File: config.mk
export PLATFORM = sky130hd
export DESIGN_NAME = pci_vme_byte_lane_mapper
export DESIGN_NICKNAME = d
export VERILOG_FILES = /design/src/lane_map_pkg.sv /design/src/pci_vme_byte_lane_mapper.sv
export SDC_FILE = /design/constraint.sdc
export NUM_CORES = 1
export LEC_CHECK = 0
export BUFFER_PORTS_ARGS = -buffer_cell sky130_fd_sc_hd__buf_2
export CORE_MARGIN = 4
export CORE_UTILIZATION = 48
export DETAILED_ROUTE_END_ITERATION = 12
export GPL_ROUTABILITY_DRIVEN = 0
export GPL_TIMING_DRIVEN = 0
export PLACE_DENSITY = 0.88
export SLEW_MARGIN = 15
export SYNTH_ARGS = -nofsm -noshare
export SYNTH_HDL_FRONTEND = slang
export SYNTH_SLANG_ARGS = --single-unit
File: constraint.sdc
create_clock -name ref_clk -period 1.2 [get_ports ref_clk]
set_clock_uncertainty 0.1 [all_clocks]
set_input_delay 0.12 -clock ref_clk [delete_from_list [all_inputs] [get_ports ref_clk]]
set_output_delay 0.12 -clock ref_clk [all_outputs]
set_load 0.005 [all_outputs]
File: src/lane_map_pkg.sv
package lane_map_pkg;

  // ****************************************
  // Byte enable patterns (active low)
  // ****************************************
  localparam logic [3:0] BE_BYTE0  = 4'hE;
  localparam logic [3:0] BE_BYTE1  = 4'hD;
  localparam logic [3:0] BE_BYTE2  = 4'hB;
  localparam logic [3:0] BE_BYTE3  = 4'h7;
  localparam logic [3:0] BE_HALF01 = 4'hC;
  localparam logic [3:0] BE_MID12  = 4'h9;
  localparam logic [3:0] BE_HALF23 = 4'h3;
  localparam logic [3:0] BE_TRI012 = 4'h8;
  localparam logic [3:0] BE_TRI123 = 4'h1;
  localparam logic [3:0] BE_WORD   = 4'h0;

  // ****************************************
  // Field positions
  // ****************************************
  localparam int ADDR_HI_BIT  = 2;
  localparam int LANE_WIDTH   = 8;
  localparam int LANE_COUNT   = 4;

  // ****************************************
  // Reset values (strobes, LWORD idle high)
  // ****************************************
  localparam logic [1:0]  STROBE_IDLE = 2'h3;
  localparam logic        LWORD_IDLE  = 1'h1;
  localparam logic [31:0] DATA_RESET  = 32'h0000_0000;

  // ****************************************
  // Request and answer carriers
  // ****************************************
  typedef enum logic {DIR_PCI_TO_VME, DIR_VME_TO_PCI} dir_t;

  typedef struct packed {
    logic [3:0]  byteEnB;
    logic [2:0]  addrLow;
    logic [31:0] data;
    logic        d64;
    dir_t        dir;
  } pci_side_t;

  typedef struct packed {
    logic [1:0]  strobeB;
    logic        addr1;
    logic        lwordB;
    logic [31:0] data;
    logic [31:0] addrData;
  } vme_side_t;

endpackage

File: src/pci_vme_byte_lane_mapper.sv
`timescale 1ns/100ps
// What this block does
// - Data is little-endian; lowest byte address holds the least significant byte.
// - Address-invariant translation always applies; no other swap mode exists.
// - Byte 0 goes to VME D8-D15, byte 1 to D0-D7, A1 low.
// - Byte 2 goes to VME D8-D15, byte 3 to D0-D7, A1 high.
// - Halfwords swap bytes, both strobes low; full word reverses all four lanes.
// - Unaligned three-byte and middle two-byte patterns use reversed lanes, given strobes.
// - A 64-bit beat splits into upper half first, lower half at address bit 2.
// - First 64-bit transfer exchanges PCI bytes with VME address lines, reversed.
// - Second 64-bit transfer exchanges PCI bytes with VME data lanes, reversed.
module pci_vme_byte_lane_mapper
  import lane_map_pkg::*;
(
  // Clock and reset
  input  wire logic        ref_clk,
  input  wire logic        rst_b,
  // PCI side request
  input  wire logic        reqValid,
  input  wire pci_side_t   pciIn,
  // VME lines for reads
  input  wire logic [31:0] vmeDataIn,
  input  wire logic [31:0] vmeAddrIn,
  // VME side answer
  output      logic        vmeValid,
  output      vme_side_t   vmeOut,
  // PCI side answer
  output      logic [31:0] pciDataOut,
  output      logic        patternError
);

  // ****************************************
  // Lane reversal
  // ****************************************
  logic [31:0] swapPci;
  logic [31:0] swapVme;
  logic [31:0] swapAddr;

  generate
    for (genvar lane = 0; lane < LANE_COUNT; lane++) begin : gLane
      // Each byte lane lands on its mirror lane
      assign swapPci[lane*LANE_WIDTH +: LANE_WIDTH] =
        pciIn.data[(LANE_COUNT-1-lane)*LANE_WIDTH +: LANE_WIDTH];
      assign swapVme[lane*LANE_WIDTH +: LANE_WIDTH] =
        vmeDataIn[(LANE_COUNT-1-lane)*LANE_WIDTH +: LANE_WIDTH];
      assign swapAddr[lane*LANE_WIDTH +: LANE_WIDTH] =
        vmeAddrIn[(LANE_COUNT-1-lane)*LANE_WIDTH +: LANE_WIDTH];
    end
  endgenerate

  // ****************************************
  // Strobe, A1, LWORD decode
  // ****************************************
  logic [1:0]  strobeNext;
  logic        addr1Next;
  logic        lwordNext;
  logic [31:0] dataNext;
  logic        badNext;

  always_comb begin
    strobeNext = STROBE_IDLE;
    addr1Next  = 1'h0;
    lwordNext  = LWORD_IDLE;
    dataNext   = swapPci;
    badNext    = 1'h0;
    unique case (pciIn.byteEnB)
      BE_BYTE0: begin
        strobeNext = 2'h1;
        dataNext   = {16'h0000, pciIn.data[7:0], 8'h00};
      end
      BE_BYTE1: begin
        strobeNext = 2'h2;
        dataNext   = {24'h000000, pciIn.data[15:8]};
      end
      BE_BYTE2: begin
        strobeNext = 2'h1;
        addr1Next  = 1'h1;
        dataNext   = {16'h0000, pciIn.data[23:16], 8'h00};
      end
      BE_BYTE3: begin
        strobeNext = 2'h2;
        addr1Next  = 1'h1;
        dataNext   = {24'h000000, pciIn.data[31:24]};
      end
      BE_HALF01: begin
        strobeNext = 2'h0;
        dataNext   = {16'h0000, pciIn.data[7:0], pciIn.data[15:8]};
      end
      BE_HALF23: begin
        strobeNext = 2'h0;
        addr1Next  = 1'h1;
        dataNext   = {16'h0000, pciIn.data[23:16], pciIn.data[31:24]};
      end
      BE_WORD: begin
        strobeNext = 2'h0;
        lwordNext  = 1'h0;
      end
      BE_MID12: begin
        strobeNext = 2'h0;
        addr1Next  = 1'h1;
        lwordNext  = 1'h0;
        dataNext   = {8'h00, pciIn.data[15:8], pciIn.data[23:16], 8'h00};
      end
      BE_TRI012: begin
        strobeNext = 2'h1;
        lwordNext  = 1'h0;
        dataNext   = {swapPci[31:8], 8'h00};
      end
      BE_TRI123: begin
        strobeNext = 2'h2;
        lwordNext  = 1'h0;
        dataNext   = {8'h00, swapPci[23:0]};
      end
      default: begin
        badNext    = 1'h1;
        dataNext   = DATA_RESET;
      end
    endcase
  end

  // ****************************************
  // Request decode
  // ****************************************
  logic writeReq;
  logic readReq;
  logic firstBeat;

  assign writeReq  = reqValid && pciIn.dir == DIR_PCI_TO_VME;
  assign readReq   = reqValid && pciIn.dir == DIR_VME_TO_PCI;
  // Upper half of a 64-bit beat rides on the address lines
  assign firstBeat = pciIn.d64 && !pciIn.addrLow[ADDR_HI_BIT];

  // ****************************************
  // Answer pulses
  // ****************************************
  always_ff @(posedge ref_clk or negedge rst_b) begin
    if (!rst_b) begin
      vmeValid <= 1'h0;
    end else begin
      vmeValid <= writeReq;
    end
  end

  // Refusal covers any single transfer with an unlisted pattern
  always_ff @(posedge ref_clk or negedge rst_b) begin
    if (!rst_b) begin
      patternError <= 1'h0;
    end else begin
      patternError <= reqValid && !pciIn.d64 && badNext;
    end
  end

  // ****************************************
  // Strobes, A1 and LWORD
  // ****************************************
  logic [1:0] strobeReg;
  logic       addr1Reg;
  logic       lwordReg;

  always_ff @(posedge ref_clk or negedge rst_b) begin
    if (!rst_b) begin
      strobeReg <= STROBE_IDLE;
      addr1Reg  <= 1'h0;
      lwordReg  <= LWORD_IDLE;
    end else if (writeReq) begin
      if (pciIn.d64) begin
        // Every lane carries data in both 64-bit beats
        strobeReg <= 2'h0;
        addr1Reg  <= 1'h0;
        lwordReg  <= 1'h0;
      end else begin
        strobeReg <= strobeNext;
        addr1Reg  <= addr1Next;
        lwordReg  <= lwordNext;
      end
    end
  end

  // ****************************************
  // Data and address lines
  // ****************************************
  logic [31:0] lineDataReg;
  logic [31:0] lineAddrReg;

  // Each 64-bit beat leaves the other half of the lines untouched
  always_ff @(posedge ref_clk or negedge rst_b) begin
    if (!rst_b) begin
      lineDataReg <= DATA_RESET;
    end else if (writeReq) begin
      if (!pciIn.d64) begin
        lineDataReg <= dataNext;
      end else if (!firstBeat) begin
        lineDataReg <= swapPci;
      end
    end
  end

  always_ff @(posedge ref_clk or negedge rst_b) begin
    if (!rst_b) begin
      lineAddrReg <= DATA_RESET;
    end else if (writeReq && firstBeat) begin
      lineAddrReg <= swapPci;
    end
  end

  // ****************************************
  // VME side carrier
  // ****************************************
  assign vmeOut = '{strobeB:  strobeReg,
                    addr1:    addr1Reg,
                    lwordB:   lwordReg,
                    data:     lineDataReg,
                    addrData: lineAddrReg};

  // ****************************************
  // Registered PCI read data
  // ****************************************
  always_ff @(posedge ref_clk or negedge rst_b) begin
    if (!rst_b) begin
      pciDataOut <= DATA_RESET;
    end else if (readReq) begin
      if (firstBeat) begin
        pciDataOut <= swapAddr;
      end else begin
        pciDataOut <= swapVme;
      end
    end
  end

endmodule

After elaboration in Yosys (flattened, before gate mapping)
Cells that the tools add are included.
{"block": "totals", "reg_bits": 102, "word_cells": 46, "inputBits": 108, "out_inout_bits": 102}
{"block": "op_classes", "mux": 11, "reduce_logical": 16, "n_bitwise": 1, "eq_ne": 10}
{"operator": "case mux 32 bit (10 select lines)", "n": 1}
{"operator": "2-to-1 mux 32 bit", "n": 3}
{"operator": "== test 4 bit, second input constant", "n": 6}
{"operator": "OR reduction 4 bit", "n": 3}
{"operator": "OR reduction 10 bit", "n": 1}
{"operator": "logical AND 1 bit", "n": 6}
{"operator": "case mux 2 bit (3 select lines)", "n": 1}
{"operator": "OR reduction 3 bit", "n": 2}
{"operator": "2-to-1 mux 1 bit", "n": 5}
{"operator": "== test 4 x 1 -> 1 bit, second input constant", "n": 1}
{"operator": "== test 4 x 2 -> 1 bit, second input constant", "n": 1}
{"operator": "== test 4 x 3 -> 1 bit, second input constant", "n": 1}
{"operator": "logical NOT 4 bit", "n": 1}
{"operator": "logical NOT 1 bit", "n": 2}
{"operator": "2-to-1 mux 2 bit", "n": 1}
{"operator": "inequality test 2 bit, second input constant", "n": 1}
{"operator": "AND reduction 2 bit", "n": 1}
{"operator": "inverter 1 bit", "n": 1}

Logic depth before layout (Yosys ltp)
Gate-level depths: netlist of the first run.
{"block": "logic_depth", "word_depth": 4, "depth_mapped": 7, "depth_no_buf": 4}

Worst setup path before layout of the first run
OpenSTA, ideal clock, no wires.
{"block": "synth_path", "kind": "input to register", "startpoint": "input port pciIn[38] in the netlist's numbering", "endpoint": "register lineDataReg[6]", "path_slack_ps": -114, "stages": 6, "t_arrival_ps": 1073, "setup_ps": 141, "n_path_buf": 2, "required_time_ps": 959, "path_cell_list": "buf_2 and3b_1 buf_2 a221o_1 nand3b_1 a31oi_1"}
{"block": "synth_via", "elab_chain_len": 3, "word_cells_on_any_way": 12, "classes_between": "9 x eq/ne; 2 x mux; 1 x reduce/logical"}
{"item": "from (decl)", "line_no": "pci_vme_byte_lane_mapper.sv:20", "rtl": "input wire pci_side_t pciIn,"}
{"item": "== test 4 x 1 -> 1 bit (tied with other cells)", "line_no": "pci_vme_byte_lane_mapper.sv:66", "rtl": "unique case (pciIn.byteEnB)"}
{"item": "case mux 32 bit (10 select lines) (*)", "line_no": "pci_vme_byte_lane_mapper.sv:66"}
{"item": "2-to-1 mux 32 bit (*)", "line_no": "pci_vme_byte_lane_mapper.sv:190", "rtl": "if (!pciIn.d64) begin"}
{"item": "to (signal assigned)", "line_no": "pci_vme_byte_lane_mapper.sv:191", "rtl": "lineDataReg <= dataNext;"}
{"item": "to (signal assigned)", "line_no": "pci_vme_byte_lane_mapper.sv:193", "rtl": "lineDataReg <= swapPci;"}
{"item": "to (decl)", "line_no": "pci_vme_byte_lane_mapper.sv:182", "rtl": "logic [31:0] lineDataReg;"}
Mark *: on every way between the ends. The rest lies on a longest branch, timed or not.
A chain may end at the register's enable or synchronous reset.

Worst setup path after layout of the first run
{"block": "layout_path", "startpoint": "register strobeReg[0]", "endpoint": "output port vmeOut[66] in the netlist's numbering"}
{"item": "from (decl)", "line_no": "pci_vme_byte_lane_mapper.sv:156", "rtl": "logic [1:0] strobeReg;"}
{"item": "from (signal assigned)", "line_no": "pci_vme_byte_lane_mapper.sv:172", "rtl": "strobeReg <= strobeNext;"}
{"item": "to (decl)", "line_no": "pci_vme_byte_lane_mapper.sv:26", "rtl": "output vme_side_t vmeOut,"}
No word-level cell between the ends.

==> Flow_metrics.wiki, run 1 <==
{| class="wikitable"
! Metric !! Value
|-
| Core area || 0.009864 mm^2
|-
| Leakage || 0.003596 uW
|-
| Detailed placement HPWL || 10.92 mm
|-
| CP Capture Type || output port
|-
| Kind of path behind the tightest hold check || input pin to register
|-
| Biggest fanout along the worst timing path || 2
|-
| Critical path data arrival time || 1030 ps
|-
| Pin count of the biggest net entering global routing || 66
|-
| Most used standard cell by instance count after synthesis || dfrtp_1
|-
| First-pass GRT wire length || 27.63 mm
|-
| Mapped Cells || 441
|-
| Overall die area || 0.01195 mm^2
|-
| Via count || 5100
|-
| Buffer type at the clock tree root || clkbuf_8
|-
| Violations in the final reports || setup timing
|-
| Async set-or-reset flop fraction in the synthesized netlist || 100.0%
|-
| Worst-Margin Slew || 574.4 ps
|-
| Post-detailed-routing wire length || 18.61 mm
|-
| Worst Hold Launch || pciIn[1]
|-
| Fraction of synthesized cell area taken by the top area cell type || 50.27%
|-
| Area fraction in and, or, nand and nor cells after synthesis || 13.38%
|-
| Adder-cell share of the synthesized area || 0%
|-
| Top Ports || 210
|-
| Distinct cell type count after synthesis || 37
|-
| Fin Hold WS || 2.395 ps
|-
| # placed instances || 781
|-
| Part of the Yosys area used for sequential elements || 51.87%
|-
| Area leader, netlist || dfrtp_1
|-
| Final Max Slew Viols || 0
|-
| Compound-Gate Fraction of Synth Area || 12.47%
|-
| Max-slew headroom || 61.71%
|-
| Reg2Reg Capture Point || lineAddrReg[30]
|-
| Worst hold path cell count || 3
|-
| Floorplan row count || 36
|-
| Hold Path End || addr1Reg
|-
| Max-cap violations || 0
|-
| Initial antenna violation count || 0
|-
| Main combinational cell family by area after synthesis || multiplexers
|-
| Number of nets at the end of the flow || 858
|-
| Setup Crit Path Kind || register to output port
|-
| TritonCTS buffer count || 9
|-
| Via count of the first global-routing pass || 5255
|-
| Achievable clock frequency || 800.3 MHz
|-
| Total nets after synthesis || 549
|-
| Overflow after GRT || 0
|-
| 1st-pass router iterations || 5
|-
| Worst setup slack after placement || -361.1 ps
|-
| Run status || finished, violations left
|-
| Source-to-sink clock delay at the later pin of the worst-skew pair || 370 ps
|-
| Worst Reg2Reg Path Length in Cells || 1
|-
| Max H-tree Level || 3
|-
| EDFF count, synth || 0
|-
| Ordered list of cells on the worst path || buf_6
|-
| Maximum clock path buffer count || 2
|-
| Number of warnings reported in the yosys synthesis log || 0
|-
| Average via count per standard cell || 5.717
|-
| Signed area change from the synthesized netlist to the final layout || 51.69%
|-
| Final setup violation count || 4
|-
| Delay contributed by the slowest stage of the critical path || 560 ps
|-
| Worst path buffer plus inverter count || 1
|-
| Setup slack on the worst flop-to-flop path || 240 ps
|-
| Category of the worst setup path launch point || register
|-
| Portion of netlist area occupied by mux cells || 16.10%
|-
| Critical path's top delay family || flip-flops
|-
| Max stage delay cell, worst path || dfstp_2
|-
| Primary FF master, synth || dfrtp_1
|-
| Vertical extent of the die || 109.3 um
|-
| Setup slack after layout || -49.52 ps
|-
| Final clock period utilization by the worst path || 104.1%
|-
| Per-cell routed wire length || 20.86 um
|-
| Parity-gate share of the synthesized area counting xor and xnor cells || 0%
|-
| Top post-synthesis cells by area || dfrtp_1 50%, mux2_4 9.1%, mux2i_1 6.5%
|-
| Detail Route Antenna Nets || 0
|-
| Remaining design rule violation count || 0
|-
| Flops & latches, synth || 102
|-
| Number of sinks driven by the clock tree || 102
|-
| Post-route non-filler standard cell count || 892
|-
| Overall routing resource usage || 30.51%
|-
| Startpoint of the worst register-to-register path || lineAddrReg[30]
|-
| Fraction of final layout cells with drive strength greater than 1 || 39.34%
|-
| Max IR drop VDD || 0.7596 mV
|-
| Count of buffers inserted at the top-level ports || 206
|-
| Required time reported for the critical path endpoint || 980 ps
|-
| Leading cell types by count after synthesis || 99 x dfrtp_1, 54 x nor2_1, 34 x a21oi_1
|-
| Average cell area after synthesis || 11.18 um^2
|-
| Die outline width || 109.3 um
|-
| DRT iter0 DRCs || 635
|-
| Starting density of the core || 49.96%
|-
| Area of the mapped netlist || 0.004928 mm^2
|-
| Power density of the placed cells || 1229 mW/mm^2
|-
| Final critical delay including setup and external delays || 1250 ps
|-
| Clock-pin slew of the registers on the worst-case setup and hold paths || 90 ps
|-
| Setup repair after global routing missed its margin || yes
|-
| Clock tree from TritonCTS || done
|-
| Final Hold Fails || 0
|}
worst max-delay path by stage:
stage,from,to,slack [ps],cells past startpoint
after global routing,strobeReg[0],vmeOut[66],-80,1
after CTS,strobeReg[0],vmeOut[66],-50,1
after floorplan,pciIn[1],lineAddrReg[0],-80,6
after global placement,rst_b,pciDataOut[11],-1050,1
after detailed placement,reqValid,pciDataOut[23],-360,6
final,strobeReg[0],vmeOut[66],-50,1
per-layer routing:
layer  GRT usage [%]  part of all wire [%]  vias to the layer above
met5               0                     0                        -
met4           21.99                   7.3                        0
met3           6.283                   7.7                      130
met2           51.53                    50                      362
met1           34.15                    35                     2427
li1                -                     -                     2181
state kept, by name, summed over array words and instances (netlist names):
| name | cells |
|---|---|
| vmeValid | 1 |
| lineAddrReg | 32 |
| addr1Reg | 1 |
| strobeReg | 2 |
| pciDataOut | 32 |
| lineDataReg | 32 |
| patternError | 1 |
| lwordReg | 1 |
metrics by stage:
step	utilization, %	instance area, um^2	power [uW]	setup TNS [ps]
finish	75.79	7476	9191	-126.9
global route	75.68	7466	9601	-266.5
CTS	74.51	7350	9009	-125.9
detailed placement	62.89	6203	6592	-29900
global placement	62.54	6170	6465	-131100
floorplan	-	4972	5431	-2532
cells by family (layout without fill, tap and decap cells):
logic type             after synthesis  count (layout)
muxes                               64              64
AOI/OAI and AO/OA                   90              90
and+or+nand+nor                    130             130
other                                0               4
DFF                                102             102
buffers and inverters               55             369
final cells by class:
class,instances,area [um^2]
buffer,35,265.3
timing repair buffer,301,2057
sequential,102,2556
inverter,17,63.81
antenna,4,10.01
tap,133,166.4
multi-input combinational,284,2163
clock inverter,3,45.04
clock buffer,13,148.9
fill,605,2389
placed cells by master, fill, tap and decap left out, types with 3 or more instances in the layout:
master	instances
buf_2	201
dfrtp_1	99
dlygate4sd3_1	91
nor2_1	53
a21oi_1	34
mux2i_1	32
mux2_4	30
nand2_1	28
inv_1	17
nand3b_1	16
a31oi_1	16
buf_6	12
and2_1	10
o31ai_1	10
clkbuf_8	10
clkbuf_2	9
clkbuf_1	8
buf_4	8
a22o_1	8
a221o_1	8
o32ai_2	6
nor4b_1	5
diode_2	4
nor2b_1	3
nor4b_2	3
dlymetal6s4s_1	3
dfstp_2	3
where the power goes:
group / total (uW) / internal (uW) / leakage (uW) / switching (uW)
combinational: 2620 / 1410 / 0.00231 / 1200
clock: 2220 / 1030 / 0.0000899 / 1190
sequential: 4350 / 4010 / 0.00120 / 341
total: 9190 / 6450 / 0.00360 / 2740
repair_timing:
action	CTS	global route
hold buffers	94	0
pin swaps	0	9
setup endpoints to repair	4	53
resized for setup	3	34
endpoints found under the hold margin	198	0
buffers inserted	1	4
Power figures use the tool's default switching activity.
==> run 2, diff against run 1 <==
Settings changed: CORE_MARGIN 4 to not set, CTS_BUF_LIST set to sky130_fd_sc_hd__clkbuf_16.
==> Flow_metrics.wiki, run 2 (same netlist as run 1, synthesis figures left out) <==
{| class="wikitable"
! Metric !! Value
|-
| 1st-pass router iterations || 5 (unchanged)
|-
| Share of total power in the clock network || 30.1% (+5.9 points)
|-
| Final-layout fill cell count || 658 (+8.8%)
|-
| Max IR drop VDD || 0.6699 mV (-12%)
|-
| Starting density of the core || 49.96% (unchanged)
|-
| Category of the worst setup path launch point || input pin
|-
| TritonCTS buffer count || 9 (unchanged)
|-
| Final Max Slew Viols || 0 (unchanged)
|-
| Per-cell routed wire length || 19.71 um (-5.5%)
|-
| Setup repair after global routing missed its margin || yes
|-
| Fraction of power consumed by combinational cells || 25.4% (-3.1 points)
|-
| Kind of path behind the tightest hold check || input pin to register
|-
| Critical path data arrival time || 1350 ps (+320 ps)
|-
| Violations in the final reports || hold timing, setup timing
|-
| Achievable clock frequency || 800.2 MHz (about the same)
|-
| Cell repeated most along the worst path || clkbuf_1
|-
| Fraction of final layout cells with drive strength greater than 1 || 41.41% (+2.1 points)
|-
| Final clock period utilization by the worst path || 104.1% (about the same)
|-
| Most frequent cells in the layout || 203 x buf_2, 99 x dfrtp_1, 56 x dlygate4sd3_1
|-
| Biggest fanout along the worst timing path || 10 (+8)
|-
| Setup Crit Path Kind || input pin to register
|-
| Pin count of the biggest net entering global routing || 67 (+1.5%)
|-
| Post-detailed-routing wire length || 16.85 mm (-9.4%)
|-
| Via count of the first global-routing pass || 4747 (-9.7%)
|-
| Maximum clock path buffer count || 2 (unchanged)
|-
| Setup slack on the worst flop-to-flop path || 260 ps (+20 ps)
|-
| Buffer type at the clock tree root || clkbuf_16
|-
| Max-cap violations || 0 (unchanged)
|-
| Hold Path End || pciDataOut[6]
|-
| Floorplan row count || 36 (unchanged)
|-
| Overall routing resource usage || 30.50% (about the same)
|-
| Max H-tree Level || 3 (unchanged)
|-
| Max stage delay cell, worst path || clkbuf_1
|-
| Final Hold Fails || 1 (+1)
|-
| Worst Hold Launch || vmeDataIn[30]
|-
| Startpoint of the worst register-to-register path || lineAddrReg[8]
|-
| Initial antenna violation count || 0 (unchanged)
|-
| Delay contributed by the slowest stage of the critical path || 400 ps (-160 ps)
|-
| Net switching power || 2800 uW (+2.2%)
|-
| Number of nets at the end of the flow || 825 (-3.8%)
|-
| Power density of the placed cells || 1352 mW/mm^2 (+10%)
|-
| Registers with the most flip-flops || lineAddrReg (32), lineDataReg (32), pciDataOut (32)
|-
| Worst setup slack after placement || -379.6 ps (-18.45 ps)
|-
| Via count || 4860 (-4.7%)
|-
| Number of sinks driven by the clock tree || 102 (unchanged)
|-
| Detailed placement HPWL || 10.53 mm (-3.6%)
|-
| First-pass GRT wire length || 24.15 mm (-13%)
|-
| Required time reported for the critical path endpoint || 1300 ps (+320 ps)
|-
| Average via count per standard cell || 5.684 (-0.58%)
|-
| Signed area change from the synthesized netlist to the final layout || 46.59%
|-
| Worst Reg2Reg Path Length in Cells || 1 (unchanged)
|-
| Final critical delay including setup and external delays || 1250 ps (+0.2243 ps)
|-
| Worst-Margin Slew || 594.9 ps (+20.53 ps)
|-
| Seq pwr share || 44.5% (-2.9 points)
|-
| Detail Route Antenna Nets || 0 (unchanged)
|-
| Antenna cell count || 0 (-4)
|-
| Total internal power || 6970 uW (+8.0%)
|-
| Count of buffers inserted at the top-level ports || 206 (unchanged)
|-
| Source-to-sink clock delay at the later pin of the worst-skew pair || 340 ps (-30 ps)
|-
| Max-slew headroom || 60.34% (-1.4 points)
|-
| Leakage || 0.003490 uW (-3.0%)
|-
| Critical path's top delay family || buffers and inverters
|-
| Final total negative setup slack || -53.57 ps (+73.35 ps)
|-
| Worst path buffer plus inverter count || 3 (+2)
|-
| Ordered list of cells on the worst path || buf_2, clkbuf_1, clkbuf_1, nand3b_1, a31oi_1
|-
| Reg2Reg Capture Point || lineAddrReg[8]
|-
| Vertical extent of the die || 103.3 um (-5.5%)
|-
| Overall die area || 0.01068 mm^2 (-11%)
|-
| Run status || finished, violations left
|-
| DRT iter0 DRCs || 407 (-36%)
|-
| Clock-pin slew of the registers on the worst-case setup and hold paths || 70 ps (-20 ps)
|-
| Most frequent standard cell in the layout excluding fill and tap cells || buf_2
|-
| CP Capture Type || register
|-
| Top Ports || 210 (unchanged)
|-
| Fin Hold WS || -1.300 ps (-3.695 ps)
|-
| Core area || 0.009864 mm^2 (unchanged)
|-
| Die outline width || 103.3 um (-5.5%)
|-
| Worst hold path cell count || 3 (unchanged)
|-
| Clock tree from TritonCTS || done
|-
| Remaining design rule violation count || 0 (unchanged)
|-
| Overflow after GRT || 0 (unchanged)
|-
| Final setup violation count || 3 (-1)
|-
| Switching share of power || 28.66% (-1.1 points)
|-
| Setup slack after layout || -49.75 ps (-0.2243 ps)
|}
-- run 2: changes by cell type in the layout (fill, tap and decap cells not counted), moves of 2 or more --
cell / before / now
diode_2: 4 / 0
dlygate4sd3_1: 91 / 56
buf_2: 201 / 203
clkbuf_16: 0 / 10
clkbuf_8: 10 / 0
clkbuf_2: 9 / 7
-- run 2: repair_timing --
| action | CTS | global route |
|---|---|---|
| endpoints found under the hold margin | 174 | 0 |
| endpoints found under the setup margin | 8 | 84 |
| gates cloned | 0 | 1 |
| gates resized for setup | 4 | 25 |
| buffers inserted | 1 | 4 |
| hold buffers | 58 | 0 |
| pin swaps | 0 | 9 |
-- run 2: through the flow --
step	utilization, %	power (uW)	hold slack, ps	cells	instance area (um^2)
2_1_floorplan	-	5431	-275.6	441	4972
3_3_place_gp	62.54	6432	264.2	780	6170
3_5_place_dp	62.89	6568	-58.68	781	6203
4_1_cts	71.91	9651	2.542	855	7093
5_1_grt	73.24	10180	6.167	855	7224
6_report	73.24	9770	-1.300	855	7224
-- run 2: final cells by class --
| class | count | area, um^2 | area share (%) |
|---|---|---|---|
| Clock buffer | 9 | 225.2 | 3.117 |
| Buffer | 35 | 267.8 | 3.706 |
| Tap cell | 133 | 166.4 | 2.303 |
| Timing Repair Buffer | 268 | 1717 | 23.76 |
| Sequential cell | 102 | 2556 | 35.38 |
| Clock inverter | 7 | 73.82 | 1.022 |
| Inverter | 17 | 63.81 | 0.8833 |
| Multi-Input combinational cell | 284 | 2155 | 29.82 |
-- run 2: power groups by stage --
stage,clock [uW],sequential (uW),combinational (uW)
after floorplan,0,4420,1020
after global placement,0,4340,2090
after detailed placement,0,4380,2190
after CTS,2960,4330,2360
after global routing,3120,4400,2660
final,2940,4350,2480
-- run 2: worst max-delay path by stage --
stage	startpoint	endpoint	slack, ps	cells past startpoint
2_1_floorplan	pciIn[1]	lineAddrReg[0]	-80	6
3_3_place_gp	rst_b	pciDataOut[11]	-1080	1
3_5_place_dp	reqValid	pciDataOut[19]	-380	6
4_1_cts	strobeReg[0]	vmeOut[66]	-1	1
5_1_grt	pciIn[39]	lineDataReg[10]	-70	6
6_report	pciIn[1]	lineDataReg[10]	-50	5
-- run 2: routing by layer --
metal	vias up	part of all wire, %	track usage (%)
li1	2113	-	-
met1	2346	37	37.27
met2	321	50	51.64
met3	80	7.8	4.772
met4	0	5.1	17.44
met5	-	0	0
==> run 3, diff against run 2 <==
Settings changed: CTS_BUF_LIST sky130_fd_sc_hd__clkbuf_16 to not set.
==> Flow_metrics.wiki, run 3 (same netlist as run 1, synthesis figures left out) <==
{| class="wikitable"
! Metric !! Value
|-
| Run status || finished, violations left
|-
| Violations in the final reports || hold timing, setup timing
|-
| Max-cap violations || 0 (unchanged)
|-
| Power density of the placed cells || 1236 mW/mm^2 (-8.6%)
|-
| Registers with the most flip-flops || lineAddrReg (32), lineDataReg (32), pciDataOut (32)
|-
| Final setup violation count || 4 (+1)
|-
| Die outline width || 103.3 um (unchanged)
|-
| Setup Crit Path Kind || register to output port
|-
| Ordered list of cells on the worst path || buf_6
|-
| CP Capture Type || output port
|-
| Overall routing resource usage || 32.87% (+2.4 points)
|-
| Most frequent standard cell in the layout excluding fill and tap cells || buf_2
|-
| Remaining design rule violation count || 0 (unchanged)
|-
| Category of the worst setup path launch point || register
|-
| Pin count of the biggest net entering global routing || 67 (unchanged)
|-
| Starting density of the core || 49.96% (unchanged)
|-
| Average via count per standard cell || 5.641 (-0.76%)
|-
| 1st-pass router iterations || 5 (unchanged)
|-
| Final core utilization || 75.63% (+2.4 points)
|-
| Worst path buffer plus inverter count || 1 (-2)
|-
| Maximum clock path buffer count || 2 (unchanged)
|-
| Source-to-sink clock delay at the later pin of the worst-skew pair || 370 ps (+30 ps)
|-
| Final Max Slew Viols || 0 (unchanged)
|-
| Worst-Margin Slew || 575.9 ps (-19.06 ps)
|-
| Final design instance area without fill || 0.007461 mm^2 (+3.3%)
|-
| Max stage delay cell, worst path || dfstp_2
|-
| Clock tree from TritonCTS || done
|-
| Via count || 5026 (+3.4%)
|-
| Core area || 0.009864 mm^2 (unchanged)
|-
| Final critical delay including setup and external delays || 1227 ps (-22.82 ps)
|-
| Post-detailed-routing wire length || 17.54 mm (+4.1%)
|-
| Most frequent cells in the layout || 206 x buf_2, 99 x dfrtp_1, 94 x dlygate4sd3_1
|-
| Leakage || 0.003570 uW (+2.3%)
|-
| Detailed placement HPWL || 10.53 mm (unchanged)
|-
| Biggest fanout along the worst timing path || 2 (-8)
|-
| Max H-tree Level || 3 (unchanged)
|-
| Achievable clock frequency || 815.0 MHz (+1.9%)
|-
| Overflow after GRT || 0 (unchanged)
|-
| Max IR drop VDD || 0.9301 mV (+39%)
|-
| Top Ports || 210 (unchanged)
|-
| Placement-stage cell area || 0.006203 mm^2 (unchanged)
|-
| Final clock period utilization by the worst path || 102.2% (-1.9 points)
|-
| Number of sinks driven by the clock tree || 102 (unchanged)
|-
| Floorplan row count || 36 (unchanged)
|-
| Buffer type at the clock tree root || clkbuf_8
|-
| Count of buffers inserted at the top-level ports || 206 (unchanged)
|-
| Fraction of final layout cells with drive strength greater than 1 || 39.10% (-2.3 points)
|-
| Detail Route Antenna Nets || 0 (unchanged)
|-
| Overall die area || 0.01068 mm^2 (unchanged)
|-
| Vertical extent of the die || 103.3 um (unchanged)
|-
| Max-slew headroom || 61.47% (+1.1 points)
|-
| TritonCTS buffer count || 9 (unchanged)
|-
| Per-cell routed wire length || 19.69 um (about the same)
|-
| First-pass GRT wire length || 25.94 mm (+7.4%)
|-
| Worst setup slack after placement || -379.6 ps (unchanged)
|-
| Critical path's top delay family || flip-flops
|-
| Fin Hold WS || -12.69 ps (-11.39 ps)
|-
| Final Hold Fails || 1 (unchanged)
|-
| Kind of path behind the tightest hold check || input pin to register
|-
| Setup slack after layout || -26.93 ps (+22.82 ps)
|-
| Via count of the first global-routing pass || 5169 (+8.9%)
|-
| Initial antenna violation count || 0 (unchanged)
|-
| Delay contributed by the slowest stage of the critical path || 550 ps (+150 ps)
|-
| Critical path data arrival time || 1010 ps (-340 ps)
|-
| DRT iter0 DRCs || 349 (-14%)
|-
| Required time reported for the critical path endpoint || 980 ps (-320 ps)
|-
| Signed area change from the synthesized netlist to the final layout || 51.38%
|-
| Number of nets at the end of the flow || 860 (+4.2%)
|-
| Setup repair after global routing missed its margin || yes
|-
| Clock-pin slew of the registers on the worst-case setup and hold paths || 100 ps (+30 ps)
|}
## run 3: routing by layer
layer  global-route usage, %  vias to the layer above  share of wire (%)
met5                       0                        -                  0
met4                   23.84                        0                6.8
met3                   8.333                      116                6.2
met2                   53.44                      328                 49
met1                   37.94                     2406                 38
li1                        -                     2176                  -
## run 3: final timing paths
| check | start | endpoint | slack, ps | depth (start not counted) |
|---|---|---|---|---|
| min in group asynchronous | rst_b | lineAddrReg[24] | 100 | 2 |
| hold reg to reg | lineDataReg[29] | lineDataReg[29] | 390 | 2 |
| hold / removal | pciIn[1] | addr1Reg | -10 | 3 |
| setup reg to reg | lineAddrReg[11] | lineAddrReg[11] | 270 | 1 |
| max in group asynchronous | rst_b | pciDataOut[15] | 240 | 3 |
| setup / recovery | strobeReg[0] | vmeOut[66] | -30 | 1 |
## run 3: final cells by class
cell class	instances	area, um^2
tap	133	166.4
clock buffer	10	137.6
clock inverter	6	70.07
timing repair buffer	303	2047
fill	622	2404
multi-input combinational	284	2160
sequential	102	2556
buffer	35	257.7
inverter	17	63.81
antenna	1	2.502
## run 3: repair_timing
action | CTS | global route
hold buffers | 93 | 2
buffers inserted | 2 | 0
setup endpoints to repair | 4 | 46
gates resized for setup | 2 | 23
endpoints found under the hold margin | 198 | 1
pin swaps | 0 | 5
## run 3: through the flow
stage / instances / hold WS, ps / power, uW / setup TNS [ps]
2_1_floorplan: 441 / -275.6 / 5431 / -2532
3_5_place_dp: 781 / -58.68 / 6568 / -30070
5_1_grt: 890 / 8.616 / 9658 / -196.1
3_3_place_gp: 780 / 264.2 / 6432 / -132420
6_report: 891 / -12.69 / 9221 / -77.71
4_1_cts: 890 / -22.77 / 9074 / -116.8
## run 3: where the power goes
group          leakage, uW  switching [uW]  total (uW)  internal, uW
Clock            0.0000951            1260        2300          1030
Combinational      0.00227            1170        2580          1410
Sequential         0.00120             337        4350          4010
